--- src/rtl/ts_pkg.sv ---
// package for the thermal supervision block
`default_nettype none
package ts_pkg;
	// register map, printed offsets are indices, byte address is four times the index
	localparam logic [7:0] REG_STATUS_IDX = 8'h51;
	localparam logic [7:0] REG_EVENT_IDX = 8'h53;
	localparam logic [7:0] REG_MASK_IDX = 8'h55;
	localparam logic [7:0] REG_BUCKA_IDX = 8'h5d;
	localparam logic [7:0] REG_BUCKB_IDX = 8'h5e;
	localparam int ADDR_W = 10;
	localparam logic [ADDR_W-1:0] ADDR_STATUS = {REG_STATUS_IDX, 2'b00};
	localparam logic [ADDR_W-1:0] ADDR_EVENT = {REG_EVENT_IDX, 2'b00};
	localparam logic [ADDR_W-1:0] ADDR_MASK = {REG_MASK_IDX, 2'b00};
	localparam logic [ADDR_W-1:0] ADDR_BUCKA = {REG_BUCKA_IDX, 2'b00};
	localparam logic [ADDR_W-1:0] ADDR_BUCKB = {REG_BUCKB_IDX, 2'b00};
	// field positions
	localparam int BIT_WARN = 2;
	localparam int BIT_CRIT = 3;
	localparam int BIT_EN = 0;
	localparam int BIT_GPI = 1;
	// reset values
	localparam logic [7:0] MASK_RST = 8'h00;
	localparam logic [7:0] CONT_RST = 8'h00;
	localparam logic [7:0] ZERO8 = 8'h00;
	// temperature thresholds in degrees celsius
	localparam int TEMP_W = 8;
	localparam logic [TEMP_W-1:0] TEMP_WARN_C = 8'h7d;
	localparam logic [TEMP_W-1:0] THERMAL_CRITICAL_C = 8'h8c;
	localparam logic [TEMP_W-1:0] TEMP_POR_C = 8'h96;

	typedef struct packed {
		logic [ADDR_W-1:0] addr;
		logic [31:0] wdata;
		logic wr;
		logic rd;
	} ts_bus_req_t;

	typedef struct packed {
		logic warn;
		logic crit;
	} ts_flags_t;

	typedef enum logic [1:0] {
		RAIL_OFF,
		RAIL_ON,
		RAIL_TRIPPED
	} ts_rail_st_t;
endpackage
`default_nettype wire

--- src/rtl/ts_thermal_supervision.sv ---
// thermal supervision with register port, rail enables and core reset
//
// The implementer's own choice: the plain strobed port.
`default_nettype none
module ts_thermal_supervision
	import ts_pkg::*;
(
	// clock and reset
	input wire logic mclk_i,
	input wire logic rst_i,
	// register port
	input wire logic [ADDR_W-1:0] addr_i,
	input wire logic [31:0] wdata_i,
	input wire logic wr_i,
	input wire logic rd_i,
	output logic [31:0] rdata_o,
	// sensor and control pins
	input wire logic [TEMP_W-1:0] temp_i,
	input wire logic control_input_pin_i,
	// outputs
	output logic irq_out_n_o,
	output logic rail_a_enable_o,
	output logic rail_b_enable_o,
	output logic core_por_o
);

	////////////////////////////////////////////////////////////////////////
	// state

	typedef struct packed {
		logic [31:0] rdata;
		ts_flags_t status;
		ts_flags_t event_l;
		logic [7:0] mask;
		logic [7:0] cont_a;
		logic [7:0] cont_b;
		ts_rail_st_t rail_a;
		ts_rail_st_t rail_b;
		logic rail_a_en;
		logic rail_b_en;
		logic pin_q;
		logic irq_n;
		logic por;
	} ts_state_t;

	ts_state_t st;
	ts_state_t next_st;
	ts_bus_req_t req;
	logic above_warn;
	logic above_crit;
	logic above_por;
	logic pin_toggle;
	logic fresh_a;
	logic fresh_b;
	logic [7:0] status_byte;
	logic [7:0] event_byte;

	assign req = '{addr: addr_i, wdata: wdata_i, wr: wr_i, rd: rd_i};

	////////////////////////////////////////////////////////////////////////
	// threshold compare

	assign above_warn = temp_i >= TEMP_WARN_C;
	assign above_crit = temp_i >= THERMAL_CRITICAL_C;
	assign above_por = temp_i > TEMP_POR_C;
	assign pin_toggle = control_input_pin_i != st.pin_q;

	////////////////////////////////////////////////////////////////////////
	// rail enable machine

	function automatic ts_rail_st_t rail_next(input ts_rail_st_t cur, input logic crit,
		input logic en_bit, input logic fresh);
		ts_rail_st_t n;
		n = cur;
		case (cur)
			RAIL_OFF:
			begin
				if (en_bit && !crit)
					n = RAIL_ON;
			end
			RAIL_ON:
			begin
				if (crit)
					n = RAIL_TRIPPED;
				else if (!en_bit)
					n = RAIL_OFF;
			end
			RAIL_TRIPPED:
			begin
				if (!crit && fresh && en_bit)
					n = RAIL_ON;
				else if (!en_bit && !crit)
					n = RAIL_OFF;
			end
			default:
				n = RAIL_OFF;
		endcase
		return n;
	endfunction

	////////////////////////////////////////////////////////////////////////
	// next state

	always_comb
	begin
		next_st = st;
		fresh_a = 1'b0;
		fresh_b = 1'b0;
		next_st.pin_q = control_input_pin_i;
		next_st.status.warn = above_warn;
		next_st.status.crit = above_crit;
		status_byte = ZERO8;
		status_byte[BIT_WARN] = st.status.warn;
		status_byte[BIT_CRIT] = st.status.crit;
		event_byte = ZERO8;
		event_byte[BIT_WARN] = st.event_l.warn;
		event_byte[BIT_CRIT] = st.event_l.crit;
		// register writes
		if (req.wr)
		begin
			case (req.addr)
				ADDR_EVENT:
				begin
					if (req.wdata[BIT_WARN])
						next_st.event_l.warn = 1'b0;
					if (req.wdata[BIT_CRIT])
						next_st.event_l.crit = 1'b0;
				end
				ADDR_MASK:
					next_st.mask = req.wdata[7:0];
				ADDR_BUCKA:
				begin
					next_st.cont_a = req.wdata[7:0];
					fresh_a = req.wdata[BIT_EN];
				end
				ADDR_BUCKB:
				begin
					next_st.cont_b = req.wdata[7:0];
					fresh_b = req.wdata[BIT_EN];
				end
				default:
				begin
				end
			endcase
		end
		// pin toggle counts as fresh enable when pin control selected
		if (pin_toggle && st.cont_a[BIT_GPI])
			fresh_a = 1'b1;
		if (pin_toggle && st.cont_b[BIT_GPI])
			fresh_b = 1'b1;
		// rising edges latch events, set wins over clear
		if (above_warn && !st.status.warn)
			next_st.event_l.warn = 1'b1;
		if (above_crit && !st.status.crit)
			next_st.event_l.crit = 1'b1;
		next_st.rail_a = rail_next(st.rail_a, above_crit,
			st.cont_a[BIT_GPI] ? control_input_pin_i : next_st.cont_a[BIT_EN], fresh_a);
		next_st.rail_b = rail_next(st.rail_b, above_crit,
			st.cont_b[BIT_GPI] ? control_input_pin_i : next_st.cont_b[BIT_EN], fresh_b);
		next_st.rail_a_en = next_st.rail_a == RAIL_ON;
		next_st.rail_b_en = next_st.rail_b == RAIL_ON;
		next_st.irq_n = !((next_st.event_l.warn && !next_st.mask[BIT_WARN])
			|| (next_st.event_l.crit && !next_st.mask[BIT_CRIT]));
		next_st.por = above_por;
		// register reads, data one cycle later
		next_st.rdata = '0;
		if (req.rd)
		begin
			case (req.addr)
				ADDR_STATUS:
					next_st.rdata = {24'h000000, status_byte};
				ADDR_EVENT:
					next_st.rdata = {24'h000000, event_byte};
				ADDR_MASK:
					next_st.rdata = {24'h000000, st.mask};
				ADDR_BUCKA:
					next_st.rdata = {24'h000000, st.cont_a};
				ADDR_BUCKB:
					next_st.rdata = {24'h000000, st.cont_b};
				default:
					next_st.rdata = '0;
			endcase
		end
	end

	////////////////////////////////////////////////////////////////////////
	// registers

	always_ff @(posedge mclk_i)
	begin
		if (rst_i)
		begin
			st <= '0;
			st.mask <= MASK_RST;
			st.cont_a <= CONT_RST;
			st.cont_b <= CONT_RST;
			st.rail_a <= RAIL_OFF;
			st.rail_b <= RAIL_OFF;
			st.irq_n <= 1'b1;
		end
		else
			st <= next_st;
	end

	assign rdata_o = st.rdata;
	assign irq_out_n_o = st.irq_n;
	assign rail_a_enable_o = st.rail_a_en;
	assign rail_b_enable_o = st.rail_b_en;
	assign core_por_o = st.por;

	////////////////////////////////////////////////////////////////////////
	// checks

	a_crit_rail_off: assert property (@(posedge mclk_i) disable iff (rst_i)
		$past(above_crit) |-> !rail_a_enable_o && !rail_b_enable_o)
		else $error("rail on above critical");
	a_crit_hold_off: assert property (@(posedge mclk_i) disable iff (rst_i)
		above_crit && $past(above_crit) |=> st.rail_a != RAIL_ON)
		else $error("rail a enabled during critical");
	a_warn_live: assert property (@(posedge mclk_i) disable iff (rst_i)
		##1 st.status.warn == $past(above_warn))
		else $error("warn flag not live");
	a_warn_event: assert property (@(posedge mclk_i) disable iff (rst_i)
		above_warn && !st.status.warn |=> st.event_l.warn)
		else $error("warn event not latched");
	a_crit_event: assert property (@(posedge mclk_i) disable iff (rst_i)
		above_crit && !st.status.crit |=> st.event_l.crit ##1 st.event_l.crit || $past(wr_i))
		else $error("crit event not latched");
	a_irq_held: assert property (@(posedge mclk_i) disable iff (rst_i)
		st.event_l.crit && !st.mask[BIT_CRIT] |-> !irq_out_n_o)
		else $error("irq released with pending event");
	a_por_fast: assert property (@(posedge mclk_i) disable iff (rst_i)
		above_por |=> core_por_o)
		else $error("core reset not asserted");
	a_no_auto_on: assert property (@(posedge mclk_i) disable iff (rst_i)
		st.rail_a == RAIL_TRIPPED && !fresh_a |=> st.rail_a != RAIL_ON)
		else $error("rail a restarted without fresh enable");
	a_fresh_restart: assert property (@(posedge mclk_i) disable iff (rst_i)
		st.rail_a == RAIL_TRIPPED && fresh_a && !above_crit && !st.cont_a[BIT_GPI]
		&& wr_i && addr_i == ADDR_BUCKA |=> ##1 rail_a_enable_o)
		else $error("fresh enable ignored");
	a_thresh_order: assert property (@(posedge mclk_i) disable iff (rst_i)
		above_por |-> above_crit && above_warn)
		else $error("threshold order broken");

	////////////////////////////////////////////////////////////////////////
	// rail checks

	a_rail_b_hold: assert property (@(posedge mclk_i) disable iff (rst_i)
		above_crit && $past(above_crit)
		|=> st.rail_b != RAIL_ON)
		else $error("rail b enabled during critical");

	a_no_auto_on_b: assert property (@(posedge mclk_i) disable iff (rst_i)
		st.rail_b == RAIL_TRIPPED && !fresh_b
		|=> st.rail_b != RAIL_ON)
		else $error("rail b restarted without fresh enable");

	a_fresh_restart_b: assert property (@(posedge mclk_i) disable iff (rst_i)
		st.rail_b == RAIL_TRIPPED && fresh_b && !above_crit && !st.cont_b[BIT_GPI] && wr_i && addr_i == ADDR_BUCKB
		|=> st.rail_b == RAIL_ON)
		else $error("rail b fresh enable ignored");

	a_pin_restart: assert property (@(posedge mclk_i) disable iff (rst_i)
		st.rail_a == RAIL_TRIPPED && pin_toggle && st.cont_a[BIT_GPI] && control_input_pin_i && !above_crit
		|=> st.rail_a == RAIL_ON)
		else $error("pin toggle restart ignored");

	a_trip_rail_a: assert property (@(posedge mclk_i) disable iff (rst_i)
		st.rail_a == RAIL_ON && above_crit
		|=> st.rail_a == RAIL_TRIPPED)
		else $error("rail a not tripped");

	a_trip_rail_b: assert property (@(posedge mclk_i) disable iff (rst_i)
		st.rail_b == RAIL_ON && above_crit
		|=> st.rail_b == RAIL_TRIPPED)
		else $error("rail b not tripped");

	a_rail_a_out: assert property (@(posedge mclk_i) disable iff (rst_i)
		1'b1
		|-> rail_a_enable_o == (st.rail_a == RAIL_ON))
		else $error("rail a output disagrees with state");

	a_rail_b_out: assert property (@(posedge mclk_i) disable iff (rst_i)
		1'b1
		|-> rail_b_enable_o == (st.rail_b == RAIL_ON))
		else $error("rail b output disagrees with state");

	////////////////////////////////////////////////////////////////////////
	// flag, event and core reset checks

	a_crit_live: assert property (@(posedge mclk_i) disable iff (rst_i)
		1'b1
		|=> st.status.crit == $past(above_crit))
		else $error("crit flag not live");

	a_crit_flag_order: assert property (@(posedge mclk_i) disable iff (rst_i)
		st.status.crit
		|-> st.status.warn)
		else $error("crit flag without warn flag");

	a_warn_irq: assert property (@(posedge mclk_i) disable iff (rst_i)
		st.event_l.warn && !st.mask[BIT_WARN]
		|-> !irq_out_n_o)
		else $error("warn event without irq");

	a_irq_quiet: assert property (@(posedge mclk_i) disable iff (rst_i)
		!(st.event_l.warn && !st.mask[BIT_WARN]) && !(st.event_l.crit && !st.mask[BIT_CRIT])
		|-> irq_out_n_o)
		else $error("irq without unmasked event");

	a_warn_sticky: assert property (@(posedge mclk_i) disable iff (rst_i)
		st.event_l.warn && !(wr_i && addr_i == ADDR_EVENT && wdata_i[BIT_WARN])
		|=> st.event_l.warn)
		else $error("warn event lost");

	a_crit_sticky: assert property (@(posedge mclk_i) disable iff (rst_i)
		st.event_l.crit && !(wr_i && addr_i == ADDR_EVENT && wdata_i[BIT_CRIT])
		|=> st.event_l.crit)
		else $error("crit event lost");

	a_por_release: assert property (@(posedge mclk_i) disable iff (rst_i)
		!above_por
		|=> !core_por_o)
		else $error("core reset without high temperature");

	////////////////////////////////////////////////////////////////////////
	// register read checks

	a_status_read: assert property (@(posedge mclk_i) disable iff (rst_i)
		rd_i && addr_i == ADDR_STATUS
		|=> rdata_o[BIT_WARN] == $past(st.status.warn) && rdata_o[BIT_CRIT] == $past(st.status.crit))
		else $error("status read wrong");

	a_event_read: assert property (@(posedge mclk_i) disable iff (rst_i)
		rd_i && addr_i == ADDR_EVENT
		|=> rdata_o[BIT_WARN] == $past(st.event_l.warn) && rdata_o[BIT_CRIT] == $past(st.event_l.crit))
		else $error("event read wrong");

endmodule // ts_thermal_supervision
`default_nettype wire

--- config.mk ---
export PLATFORM = sky130hd
export DESIGN_NAME = ts_thermal_supervision
export DESIGN_NICKNAME = d
export VERILOG_FILES = /design/src/rtl/ts_pkg.sv /design/src/rtl/ts_thermal_supervision.sv
export SDC_FILE = /design/constraint.sdc
export NUM_CORES = 1
export LEC_CHECK = 0
export BUFFER_PORTS_ARGS = -buffer_cell sky130_fd_sc_hd__buf_4
export CORE_MARGIN = 4
export CORE_UTILIZATION = 51
export DETAILED_ROUTE_END_ITERATION = 8
export GPL_TIMING_DRIVEN = 1
export PLACE_DENSITY = 0.84
export SLEW_MARGIN = 10
export SYNTH_ARGS = -nofsm -noshare
export SYNTH_HDL_FRONTEND = slang
export SYNTH_SLANG_ARGS = --single-unit
--- constraint.sdc ---
create_clock -name mclk_i -period 1.85 [get_ports mclk_i]
set_input_delay 0 -clock mclk_i [delete_from_list [all_inputs] [get_ports mclk_i]]
set_output_delay 0 -clock mclk_i [all_outputs]
set_load 0.005 [all_outputs]
# Yosys cells after proc, flatten, opt, wreduce, memory -nomap -nowiden
# Cells that the tools add are included.
# totals
ff_bits	69
latchBits	0
ramBits	0
mem_bits_ro	0
out_inout_bits	36
word_cells	93
memories	0
# classes
add_sub_neg	0
multipliers	0
n_div	0
order_cmp	3
eq_ne	12
n_shift	0
muxes	30
bitwise_logic	1
reduce_logical	29
# ops
op	count
10-bit by 9-bit equality test with 1-bit output, second input constant	5
8-bit one-hot mux with 5 select lines	1
26-bit 2-to-1 mux	1
8-bit 2-to-1 mux	3
2-bit 2-to-1 mux	11
1-bit logical AND	14
1-bit 2-to-1 mux	12
2-bit one-hot mux with 3 select lines	2
2-bit by 1-bit equality test with 1-bit output, second input constant	4
8-bit by 7-bit greater-or-equal comparator with 1-bit output, second input constant	1
8-bit greater-or-equal comparator, second input constant	1
8-bit greater-than comparator, second input constant	1
1-bit zero test	8
2-bit AND reduction	3
2-bit equality test, second input constant	2
2-bit zero test	2
2-bit OR reduction	1
1-bit logical OR	1
1-bit inequality test	1
1-bit NOT	1

# Longest topological paths before layout
# Gate-level depths: netlist (run 1).
# logic_depth
depth_word	10
ltp_mapped	6
ltp_nobuf	4

# Least setup slack after synthesis (run 1)
# Ideal clock, no wire load.
# synth_timing
path_kind	input to register
from	in addr_i[9]
to	reg st (netlist bit rdata_o[2])
t_arrival_ns	1.195
setup_slack_ns	0.589
cell_stages	5
path_buffers	1
cell_sequence	and4bb_2 nand2_1 or4b_4 buf_6 a21oi_2
# synth_via
elab_chain_len	2
elab_cells_between_ends	6
# synth_lines
item	line_no	source
start: declaration	ts_thermal_supervision.sv:12	input wire logic [ADDR_W-1:0] addr_i,
10-bit by 9-bit equality test with 1-bit output	ts_thermal_supervision.sv:169	case (req.addr)
8-bit one-hot mux with 5 select lines (*)	ts_thermal_supervision.sv:169	
end signal: assignment	ts_thermal_supervision.sv:202	st <= next_st;
end: declaration	ts_thermal_supervision.sv:46	ts_state_t st;
# Mark *: on every way between the ends. The rest lies on a longest branch, timed or not.
# A chain may end at the register's enable or synchronous reset.

# Worst setup path after layout (run 1)
# layout_timing
from	in temp_i[5]
to	reg st (netlist bit core_por_o)
# layout_via
elab_chain_len	1
# layout_lines
item	line_no	source
start: declaration	ts_thermal_supervision.sv:18	input wire logic [TEMP_W-1:0] temp_i,
8-bit greater-than comparator	ts_thermal_supervision.sv:65	assign above_por = temp_i > TEMP_POR_C;
# Every way passes these cells.

==> reports/summary.txt, run 1 <==
SETUP PATH
--------------------------------------------------------------------------------------------------
Arrival time at the worst endpoint                                                         1.91 ns
Most prevalent standard cell on the critical path                                     sky130_fd_sc_hd__dlygate4sd3_1
Top fanout value on the critical path                                                            3
Nature of the critical path endpoint                                                     flip-flop
Worst r2r src                                                                               st[10]
CP max stage cell                                                                     sky130_fd_sc_hd__dlygate4sd3_1
Required time reported for the critical path endpoint                                      2.04 ns
Crit path cell chain                                                                  dlygate4sd3_1, buf_4, nor2_1, dlygate4sd3_1, a21oi_1, dlygate4sd3_1
Crit-path max cell delay                                                                   0.56 ns
Critical path launch point type                                                         input port
Launching element of the worst setup path                                                temp_i[5]
Crit path kind                                                                              in2reg

ROUTING
--------------------------------------------------------------------------------------------------
TritonRoute pass-1 iters                                                                         4
Residual antenna-violating net count after detailed routing                                      0
Number of vias in the routed layout                                                           1700
Routed length per placed instance                                                          13.6 um
Drc violations                                                                                   0
Via/cell ratio                                                                                5.20
Initial DRC count                                                                              109
Final wirelength                                                                           4.46 mm

PLACED DESIGN
--------------------------------------------------------------------------------------------------
Standard cell area after detailed placement                                               2400 um2
Estimated wirelength of the detail-placed design                                           3.27 mm
Final estimated routing congestion in global placement                                       0.828
Worst slack at placement                                                                  0.299 ns
Number of placed instances with taps included                                                  306
Number of buffers inserted by port buffering                                                    42

TIMING
--------------------------------------------------------------------------------------------------
Final worst clock skew                                                                  0.00574 ns
Setup-violating endpoint count in the final report                                               0
Max_slew headroom                                                                            61.6%
Setup ws final                                                                            0.135 ns
Slew of the pin with the lowest slew margin                                               0.575 ns
Unrepaired setup endpoints after global routing                                                 no
Maximum operating frequency                                                                583 MHz
Fin. Hold Viols                                                                                  0
Minimum clock period                                                                       1.71 ns
Final Max Tran Viols                                                                             0
Final period utilization                                                                     92.7%
Final total negative setup slack                                                              0 ns

DIE
--------------------------------------------------------------------------------------------------
DIE WIDTH                                                                                  73.7 um
Number of rows in the core area                                                                 23
DIE AREA                                                                                  5430 um2
Core box area                                                                             4090 um2
Height of the die                                                                          73.7 um
Num ports                                                                                       91
Starting Density                                                                             53.9%

SYNTH
--------------------------------------------------------------------------------------------------
Sequential element share of the synthesized area                                             40.9%
Netlist area before placement                                                             2200 um2
Leading cell type by number of instances after synthesis                              sky130_fd_sc_hd__dfxtp_1
EDFF count, synth                                                                                0
Leading post-synthesis cells by instance count                                        sky130_fd_sc_hd__dfxtp_1, sky130_fd_sc_hd__buf_4, sky130_fd_sc_hd__nor2_1
Post-synthesis mux area share                                                                13.3%
Dominant cell type by area after synthesis                                            sky130_fd_sc_hd__dfxtp_1
Flip-flop cell with the highest count after synthesis                                 sky130_fd_sc_hd__dfxtp_1
Compound-Gate Fraction of Synth Area                                                         12.0%
Post-Synth Adder-Cell Area                                                                      0%
Post-Synth XOR/XNOR Area                                                                     1.19%
Dominant combinational cell family by area after synthesis                            simple AND/OR/NAND/NOR gates
Yosys synthesis warning count                                                                    0
Post-synth cell types                                                                           44
Async set-reset flop share out of synthesis                                                     0%
Biggest area contributors in the synthesized netlist                                  sky130_fd_sc_hd__dfxtp_1, sky130_fd_sc_hd__mux2i_1, sky130_fd_sc_hd__buf_4, sky130_fd_sc_hd__nor2_1, sky130_fd_sc_hd__and4bb_2
Share of the synthesized area in the top cell type                                           40.9%
Synthesized area divided by synthesized cell count                                        9.61 um2
Number of storage elements in the synthesis netlist                                             45
Number of standard cells after synthesis                                                       229
Simple logic cell fraction of the synthesized area                                           18.1%

GLOBAL ROUTE
--------------------------------------------------------------------------------------------------
First-pass GRT wire length                                                                 7.07 mm
Maximum number of pins on one net before global-route repair                                    35
Number of global-route vias before repair                                                     1587
GRT overflow                                                                                     0
Number of antenna violations at the first check in global routing                                0
Overall track demand over capacity in global routing                                         17.2%

RUN
--------------------------------------------------------------------------------------------------
Max-Cap Viols                                                                                    0

CLOCK TREE
--------------------------------------------------------------------------------------------------
Clock transition time at the flip-flop clock pins of the worst setup and hold paths        0.08 ns
Clock insertion delay at the later pin of the skew report                                  0.30 ns
Clock tree from TritonCTS                                                                      yes
Num Clock Sinks                                                                                 45
Root cell of the clock tree                                                           sky130_fd_sc_hd__clkbuf_8
Clock H-tree levels                                                                              2
Clock Tree Buf Depth                                                                             2
Num CTS Buffers                                                                                  5

CELLS AND AREA
--------------------------------------------------------------------------------------------------
Non-filler instance count after layout                                                         327
Fraction of layout instances using a drive strength above 1                                  24.2%
Area overhead of the layout relative to synthesis                                            19.1%
Final cell area excluding filler cells                                                    2620 um2
Post-route core utilization                                                                  64.1%
Nets                                                                                           331
Number of antenna diodes                                                                         0

WORST HOLD PATH
--------------------------------------------------------------------------------------------------
Startpoint of the tightest hold check path                                               temp_i[6]
Hold Crit Class                                                                             in2reg

STATUS
--------------------------------------------------------------------------------------------------
Status                                                                                finished clean

POWER AND IR DROP
--------------------------------------------------------------------------------------------------
PD cells                                                                                676 nW/um2
Leakage power of the design                                                                1.23 nW
Worst VDD drop                                                                          0.000475 V

[timing repair]
action | in CTS | in global routing
hold endpoints to repair | 25 | 0
hold buffers | 13 | 0
setup buffers | 0 | 0
resized for setup | 0 | 0
[critical path, delay by kind of cell]
family,cells,cell delay [ns]
buf+inv,4,1.78
simple gates,1,0.07
compound gates,1,0.06
[placed cells by master (no fill, tap or decap), types with 3 or more instances in the layout]
| master | netlist | layout |
|---|---|---|
| sky130_fd_sc_hd__a2bb2oi_1 | 4 | 4 |
| sky130_fd_sc_hd__nand2_1 | 9 | 9 |
| sky130_fd_sc_hd__conb_1 | 1 | 24 |
| sky130_fd_sc_hd__clkbuf_8 | 0 | 5 |
| sky130_fd_sc_hd__buf_4 | 33 | 47 |
| sky130_fd_sc_hd__mux2i_1 | 27 | 27 |
| sky130_fd_sc_hd__nor2_1 | 33 | 33 |
| sky130_fd_sc_hd__nand2b_1 | 4 | 4 |
| sky130_fd_sc_hd__a21oi_1 | 4 | 4 |
| sky130_fd_sc_hd__dfxtp_1 | 45 | 45 |
| sky130_fd_sc_hd__a21o_1 | 3 | 3 |
| sky130_fd_sc_hd__inv_1 | 3 | 3 |
| sky130_fd_sc_hd__dlygate4sd3_1 | 0 | 13 |
| sky130_fd_sc_hd__a22oi_1 | 7 | 7 |
| sky130_fd_sc_hd__and4bb_2 | 5 | 5 |
[through the flow]
step | power (W) | hold slack, ns
6_report | 0.00177 | 0.0308
5_1_grt | 0.00184 | 0.0229
4_1_cts | 0.00178 | 0.0238
3_5_place_dp | 0.00116 | 0.258
3_3_place_gp | 0.00115 | 0.251
2_1_floorplan | 0.00111 | 0.128
[layer usage]
metal | up-vias | wire [um] | track usage [%]
met5 | - | 0 | 0
met4 | 0 | 106 | 8.05
met3 | 10 | 311 | 4.51
met2 | 55 | 2100 | 27.4
met1 | 787 | 1950 | 21.6
li1 | 848 | - | -
[power by group]
group | switching [W] | internal (W) | total, W
clock network | 0.000347 | 0.000268 | 0.000615
logic | 0.0000813 | 0.0000914 | 0.000173
registers | 0.00000515 | 0.000980 | 0.000986
total | 0.000433 | 0.00134 | 0.00177
[path summary, 6_finish.rpt]
check	to	slack [ns]	depth (start not counted)
worst max register to register	st[6]	0.66	4
worst max-delay path	core_por_o	0.14	6
worst min register to register	rdata_o[2]	0.47	2
worst min-delay path	st[36]	0.03	3
[flip-flops by register name, summed over array words and instances, names as in the netlist]
name,cells
rail_a_enable_o,1
rdata_o,8
irq_out_n_o,1
event_byte,2
rail_b_enable_o,1
core_por_o,1
st,31
[final cells by class]
cell class	instances	area, um2
Inverter	3	11.3
Sequential cell	45	901
Multi-Input combinational cell	161	1070
Clock buffer	5	68.8
Timing Repair Buffer	60	483
Clock inverter	3	22.5
Tap cell	50	62.6
Fill cell	349	1470
[logic make-up after synthesis]
family	count (synthesis)
AND/OR/NAND/NOR	71
XOR/XNOR	3
AO/OA/AOI/OAI	34
flip-flops	45
other	1
multiplexers	29
buffers and inverters	46
Note: power is estimated with default switching activity, not from simulation.
==> run 2: changes to the inputs <==
--- a/config.mk
+++ b/config.mk
@@ -7,10 +7,10 @@
 export LEC_CHECK = 0
 export BUFFER_PORTS_ARGS = -buffer_cell sky130_fd_sc_hd__buf_4
 export CORE_MARGIN = 4
-export CORE_UTILIZATION = 51
+export CORE_UTILIZATION = 48
 export DETAILED_ROUTE_END_ITERATION = 8
 export GPL_TIMING_DRIVEN = 1
-export PLACE_DENSITY = 0.84
+export PLACE_DENSITY = 0.8
 export SLEW_MARGIN = 10
 export SYNTH_ARGS = -nofsm -noshare
 export SYNTH_HDL_FRONTEND = slang
==> constraint.sdc (replaced) <==
create_clock -name mclk_i -period 1.9 [get_ports mclk_i]
set_input_delay 0 -clock mclk_i [delete_from_list [all_inputs] [get_ports mclk_i]]
set_output_delay 0 -clock mclk_i [all_outputs]
set_load 0.02 [all_outputs]
==> reports/summary.txt, run 2 (same netlist as run 1, synthesis figures left out) <==
STATUS
--------------------------------------------------------------------------------------------------
Status                                                                                finished clean

ROUTING
--------------------------------------------------------------------------------------------------
Via/cell ratio                                                                                5.34
Drc violations                                                                                   0
Final wirelength                                                                           4.69 mm
Number of vias in the routed layout                                                           1756
Residual antenna-violating net count after detailed routing                                      0
TritonRoute pass-1 iters                                                                         5
Routed length per placed instance                                                          14.2 um
Initial DRC count                                                                              107

CELLS AND AREA
--------------------------------------------------------------------------------------------------
Number of antenna diodes                                                                         0
Flip-flop count of the largest register after layout                                            31
Final cell area excluding filler cells                                                    2620 um2
Fraction of layout instances using a drive strength above 1                                  23.8%
Most used cells in the layout excluding fill and tap cells                            sky130_fd_sc_hd__buf_4, sky130_fd_sc_hd__dfxtp_1, sky130_fd_sc_hd__nor2_1, sky130_fd_sc_hd__mux2i_1, sky130_fd_sc_hd__conb_1
Nets                                                                                           331
Area overhead of the layout relative to synthesis                                            19.0%
Most common library cell in the layout ignoring fill and taps                         sky130_fd_sc_hd__buf_4
Register containing the most flip-flops in the final layout                                     st
Post-route core utilization                                                                  59.8%

SETUP PATH
--------------------------------------------------------------------------------------------------
Required time reported for the critical path endpoint                                      2.09 ns
Critical path launch point type                                                         input port
Nature of the critical path endpoint                                                     flip-flop
Crit path kind                                                                              in2reg
Arrival time at the worst endpoint                                                         1.95 ns
Top fanout value on the critical path                                                            3

POWER AND IR DROP
--------------------------------------------------------------------------------------------------
Total Power                                                                              0.00175 W
Share of total power in the clock network                                                    33.5%
Power dissipated by switching net loads                                                 0.000446 W
Leakage power of the design                                                                1.22 nW
PD cells                                                                                668 nW/um2
Worst VDD drop                                                                          0.000458 V
Portion of total power attributed to combinational logic                                     11.7%
Part of the total power dissipated in sequential elements                                    54.8%
Net switching fraction of the power                                                          25.5%
Int Power                                                                                0.00130 W

GLOBAL ROUTE
--------------------------------------------------------------------------------------------------
Overall track demand over capacity in global routing                                         17.4%
Maximum number of pins on one net before global-route repair                                    35
GRT overflow                                                                                     0
Number of antenna violations at the first check in global routing                                0
First-pass GRT wire length                                                                 7.51 mm
Number of global-route vias before repair                                                     1647

PLACED DESIGN
--------------------------------------------------------------------------------------------------
Standard cell area after detailed placement                                               2400 um2
Worst slack at placement                                                                  0.360 ns
Final estimated routing congestion in global placement                                       0.781
Number of buffers inserted by port buffering                                                    42
Estimated wirelength of the detail-placed design                                           3.32 mm

DIE
--------------------------------------------------------------------------------------------------
Height of the die                                                                          75.7 um
Number of rows in the core area                                                                 24
DIE WIDTH                                                                                  75.7 um
Starting Density                                                                             50.2%
Num ports                                                                                       91
DIE AREA                                                                                  5730 um2
Core box area                                                                             4380 um2

CLOCK TREE
--------------------------------------------------------------------------------------------------
Clock insertion delay at the later pin of the skew report                                  0.30 ns
Clock H-tree levels                                                                              2
Clock Tree Buf Depth                                                                             2
Num CTS Buffers                                                                                  5
Root cell of the clock tree                                                           sky130_fd_sc_hd__clkbuf_8
Clock transition time at the flip-flop clock pins of the worst setup and hold paths        0.08 ns
Num Clock Sinks                                                                                 45
Clock tree from TritonCTS                                                                      yes

TIMING
--------------------------------------------------------------------------------------------------
Fin. Hold Viols                                                                                  0
Setup-violating endpoint count in the final report                                               0
Final worst clock skew                                                                  0.00310 ns
Unrepaired setup endpoints after global routing                                                 no
Maximum operating frequency                                                                569 MHz
Minimum clock period                                                                       1.76 ns
Final Max Tran Viols                                                                             0
Final total negative setup slack                                                              0 ns
Final period utilization                                                                     92.5%
Setup ws final                                                                            0.142 ns

WORST HOLD PATH
--------------------------------------------------------------------------------------------------
Hold Crit Class                                                                             in2reg

RUN
--------------------------------------------------------------------------------------------------
Max-Cap Viols                                                                                    0

## run 2: cell types whose count changed in the layout (fill, tap and decap cells not counted), sizes merged
| cell | previous run | this run |
|---|---|---|
| clkinv | 3 | 0 |
| clkinvlp | 0 | 2 |
| clkbuf | 5 | 6 |
## run 2: final timing paths
| check | slack, ns | depth (start not counted) | from | endpoint |
|---|---|---|---|---|
| hold reg to reg | 0.46 | 1 | st[35] | event_byte[3] |
| setup reg to reg | 0.67 | 4 | st[10] | st[6] |
| setup / recovery | 0.14 | 6 | temp_i[5] | core_por_o |
| hold / removal | 0.05 | 3 | temp_i[6] | st[36] |
## run 2: metrics by stage
step,hold slack (ns),std cells
floorplan,0.128,252
global placement,0.250,308
detailed placement,0.259,308
CTS,0.0377,329
global route,0.0691,329
finish,0.0526,329
## run 2: area by class of cell
| type | count | area (um2) |
|---|---|---|
| clock buffer | 6 | 72.6 |
| clock inverter | 2 | 15.0 |
| fill | 370 | 1760 |
| inverter | 3 | 11.3 |
| multi-input combinational | 161 | 1070 |
| sequential | 45 | 901 |
| tap | 52 | 65.1 |
| timing repair buffer | 60 | 483 |
## run 2: timing repair
action / CTS / global route
resized for setup: 0 / 0
setup endpoints to repair: 0 / 0
hold buffers: 13 / 0
endpoints found under the hold margin: 25 / 0
buffers inserted: 0 / 0
## run 2: power groups by stage
stage	registers [W]	clock network (W)	logic, W
2_1_floorplan	0.000986	0	0.000131
3_3_place_gp	0.000981	0	0.000179
3_5_place_dp	0.000982	0	0.000181
4_1_cts	0.000960	0.000599	0.000203
5_1_grt	0.000961	0.000623	0.000224
6_report	0.000959	0.000586	0.000205
## run 2: per-layer routing
layer	vias up	global-route usage [%]	share of wire, %
met5	-	0	0
met4	0	6.02	0.73
met3	4	3.96	5.7
met2	56	29.6	50
met1	839	21.5	43
li1	857	-	-
## run 2: worst max-delay path, stage by stage
cell	delay [ns]
sky130_fd_sc_hd__dlygate4sd3_1	0.54
sky130_fd_sc_hd__buf_4	0.14
sky130_fd_sc_hd__nor2_1	0.09
sky130_fd_sc_hd__dlygate4sd3_1	0.56
sky130_fd_sc_hd__a21oi_1	0.06
sky130_fd_sc_hd__dlygate4sd3_1	0.56
==> run 3: changes to the inputs <==
--- a/config.mk
+++ b/config.mk
@@ -5,12 +5,13 @@
 export SDC_FILE = /design/constraint.sdc
 export NUM_CORES = 1
 export LEC_CHECK = 0
-export BUFFER_PORTS_ARGS = -buffer_cell sky130_fd_sc_hd__buf_4
 export CORE_MARGIN = 4
-export CORE_UTILIZATION = 48
+export CORE_UTILIZATION = 55
 export DETAILED_ROUTE_END_ITERATION = 8
+export DONT_BUFFER_PORTS = 1
 export GPL_TIMING_DRIVEN = 1
-export PLACE_DENSITY = 0.8
+export HOLD_SLACK_MARGIN = 0.12
+export PLACE_DENSITY = 0.7
 export SLEW_MARGIN = 10
 export SYNTH_ARGS = -nofsm -noshare
 export SYNTH_HDL_FRONTEND = slang
==> reports/summary.txt, run 3 (same netlist as run 1, synthesis figures left out) <==
ROUTING
--------------------------------------------------------------------------------------------------
Amount of wire on met2 after detailed routing                                              2.46 mm
Top layer reached by signal wires                                                             met4
Routed met1 length                                                                         1.92 mm
Initial DRC count                                                                               78
Final wirelength                                                                           4.80 mm
TritonRoute pass-1 iters                                                                         5
Routed length per placed instance                                                          16.3 um
Residual antenna-violating net count after detailed routing                                      0
Number of vias in the routed layout                                                           1651
Drc violations                                                                                   0
Via/cell ratio                                                                                5.60
Routed met3 length                                                                          297 um

SETUP PATH
--------------------------------------------------------------------------------------------------
Arrival time at the worst endpoint                                                         2.08 ns
Most prevalent standard cell on the critical path                                     sky130_fd_sc_hd__dlygate4sd3_1
Required time reported for the critical path endpoint                                      2.15 ns
Top fanout value on the critical path                                                           34
Critical path launch point type                                                         input port
CP max stage cell                                                                     sky130_fd_sc_hd__or4b_4
Crit path kind                                                                              in2reg
Crit path cell chain                                                                  dlygate4sd3_1, buf_12, or4b_4, a21oi_2, dlygate4sd3_1
Nature of the critical path endpoint                                                     flip-flop
Crit-path max cell delay                                                                   0.62 ns

TIMING
--------------------------------------------------------------------------------------------------
Slew of the pin with the lowest slew margin                                               0.587 ns
Final total negative setup slack                                                              0 ns
Maximum operating frequency                                                                545 MHz
Minimum clock period                                                                       1.83 ns
Fin. Hold Viols                                                                                  0
Unrepaired setup endpoints after global routing                                                 no
Final Max Tran Viols                                                                             0
Setup-violating endpoint count in the final report                                               0
Final period utilization                                                                     96.5%
Max_slew headroom                                                                            60.8%
Final worst clock skew                                                                   0.0105 ns

CELLS AND AREA
--------------------------------------------------------------------------------------------------
Register containing the most flip-flops in the final layout                                     st
Filler Cell Count                                                                              300
Flip-flop count of the largest register after layout                                            31
Most common library cell in the layout ignoring fill and taps                         sky130_fd_sc_hd__dfxtp_1
Area overhead of the layout relative to synthesis                                            11.8%
Final cell area excluding filler cells                                                    2460 um2
Fraction of layout instances using a drive strength above 1                                  8.91%
Nets                                                                                           301
Most used cells in the layout excluding fill and tap cells                            sky130_fd_sc_hd__dfxtp_1, sky130_fd_sc_hd__nor2_1, sky130_fd_sc_hd__mux2i_1, sky130_fd_sc_hd__dlygate4sd3_1, sky130_fd_sc_hd__conb_1
Number of antenna diodes                                                                         0

DIE
--------------------------------------------------------------------------------------------------
DIE AREA                                                                                  5080 um2
Number of rows in the core area                                                                 22
Height of the die                                                                          71.3 um
Core box area                                                                             3770 um2
Starting Density                                                                             58.4%
DIE WIDTH                                                                                  71.3 um
Num ports                                                                                       91

RUN
--------------------------------------------------------------------------------------------------
Max-Cap Viols                                                                                    0

POWER AND IR DROP
--------------------------------------------------------------------------------------------------
Worst VDD drop                                                                          0.000502 V
PD cells                                                                                744 nW/um2
Leakage power of the design                                                                1.10 nW

GLOBAL ROUTE
--------------------------------------------------------------------------------------------------
Maximum number of pins on one net before global-route repair                                    35
First-pass GRT wire length                                                                 7.71 mm
Number of global-route vias before repair                                                     1630
Number of antenna violations at the first check in global routing                                0
Overall track demand over capacity in global routing                                         19.7%
GRT overflow                                                                                     0

WORST HOLD PATH
--------------------------------------------------------------------------------------------------
Hold Crit Class                                                                             in2reg

PLACED DESIGN
--------------------------------------------------------------------------------------------------
Standard cell area after detailed placement                                               2060 um2
Final estimated routing congestion in global placement                                       0.783
Estimated wirelength of the detail-placed design                                           3.25 mm
Number of buffers inserted by port buffering                                                     0

CLOCK TREE
--------------------------------------------------------------------------------------------------
Clock H-tree levels                                                                              2
Root cell of the clock tree                                                           sky130_fd_sc_hd__clkbuf_8
Clock transition time at the flip-flop clock pins of the worst setup and hold paths        0.08 ns
Clock Tree Buf Depth                                                                             2
Post-CTS sizing                                                                                  0
Clock tree from TritonCTS                                                                      yes
Clock insertion delay at the later pin of the skew report                                  0.30 ns
Num CTS Buffers                                                                                  5
Num Clock Sinks                                                                                 45

STATUS
--------------------------------------------------------------------------------------------------
Status                                                                                finished clean

==> run 3: cell count changes in the layout (fill, tap and decap cells not counted) <==
cell	change
sky130_fd_sc_hd__clkinv_4	+1
sky130_fd_sc_hd__buf_4	-45
sky130_fd_sc_hd__bufinv_16	+1
sky130_fd_sc_hd__dlygate4sd3_1	+14
sky130_fd_sc_hd__buf_12	+1
sky130_fd_sc_hd__clkinvlp_4	-2
==> run 3: path summary, 6_finish.rpt <==
path | startpoint | to | slack, ns | cells past startpoint
setup reg to reg | event_byte[2] | rdata_o[2] | 0.31 | 5
hold / removal | control_input_pin_i | st[5] | 0.12 | 3
setup / recovery | rst_i | rdata_o[3] | 0.07 | 5
hold reg to reg | st[35] | event_byte[3] | 0.47 | 1
==> run 3: repair_timing <==
action,4_1_cts,5_1_grt
hold buffers,28,0
setup buffers,0,0
hold endpoints to repair,45,0
==> run 3: final cells by class <==
type	count	area, um2	area share [%]
multi-input cells	161	1070	43.6
flip-flops and latches	45	901	36.6
repair buffers	30	305	12.4
clock buffers	6	72.6	2.95
well taps	48	60.1	2.44
clock inverters	2	38.8	1.58
inverters	3	11.3	0.458
==> run 3: worst max-delay path, delay by kind of cell <==
family	cells	cell delay, ns
AOI/OAI and AO/OA	1	0.13
buffers and inverters	3	1.33
and+or+nand+nor	1	0.62
==> run 3: where the power goes <==
group	internal [W]	switching, W	leakage, nW
clock	0.000395	0.000319	0.0554
sequential	0.000955	0.0000107	0.364
combinational	0.0000572	0.0000949	0.684
total	0.00141	0.000425	1.10
==> run 3: metrics by stage <==
stage / setup slack, ns / util (%) / power (W) / instances / hold WS, ns
3_3_place_gp: 0.409 / 54.6 / 0.00108 / 259 / 0.0769
5_1_grt: 0.0259 / 65.3 / 0.00191 / 295 / 0.147
2_1_floorplan: 0.639 / - / 0.00112 / 252 / 0.128
4_1_cts: 0.0964 / 65.3 / 0.00185 / 295 / 0.122
3_5_place_dp: 0.376 / 54.6 / 0.00108 / 259 / 0.0793
6_report: 0.0668 / 65.3 / 0.00183 / 295 / 0.124
==> run 3: metal layers <==
layer / global-route usage [%] / vias up
met5: 0 / -
met4: 9.19 / 0
met3: 6.03 / 11
met2: 33.9 / 58
met1: 22.1 / 791
li1: - / 791
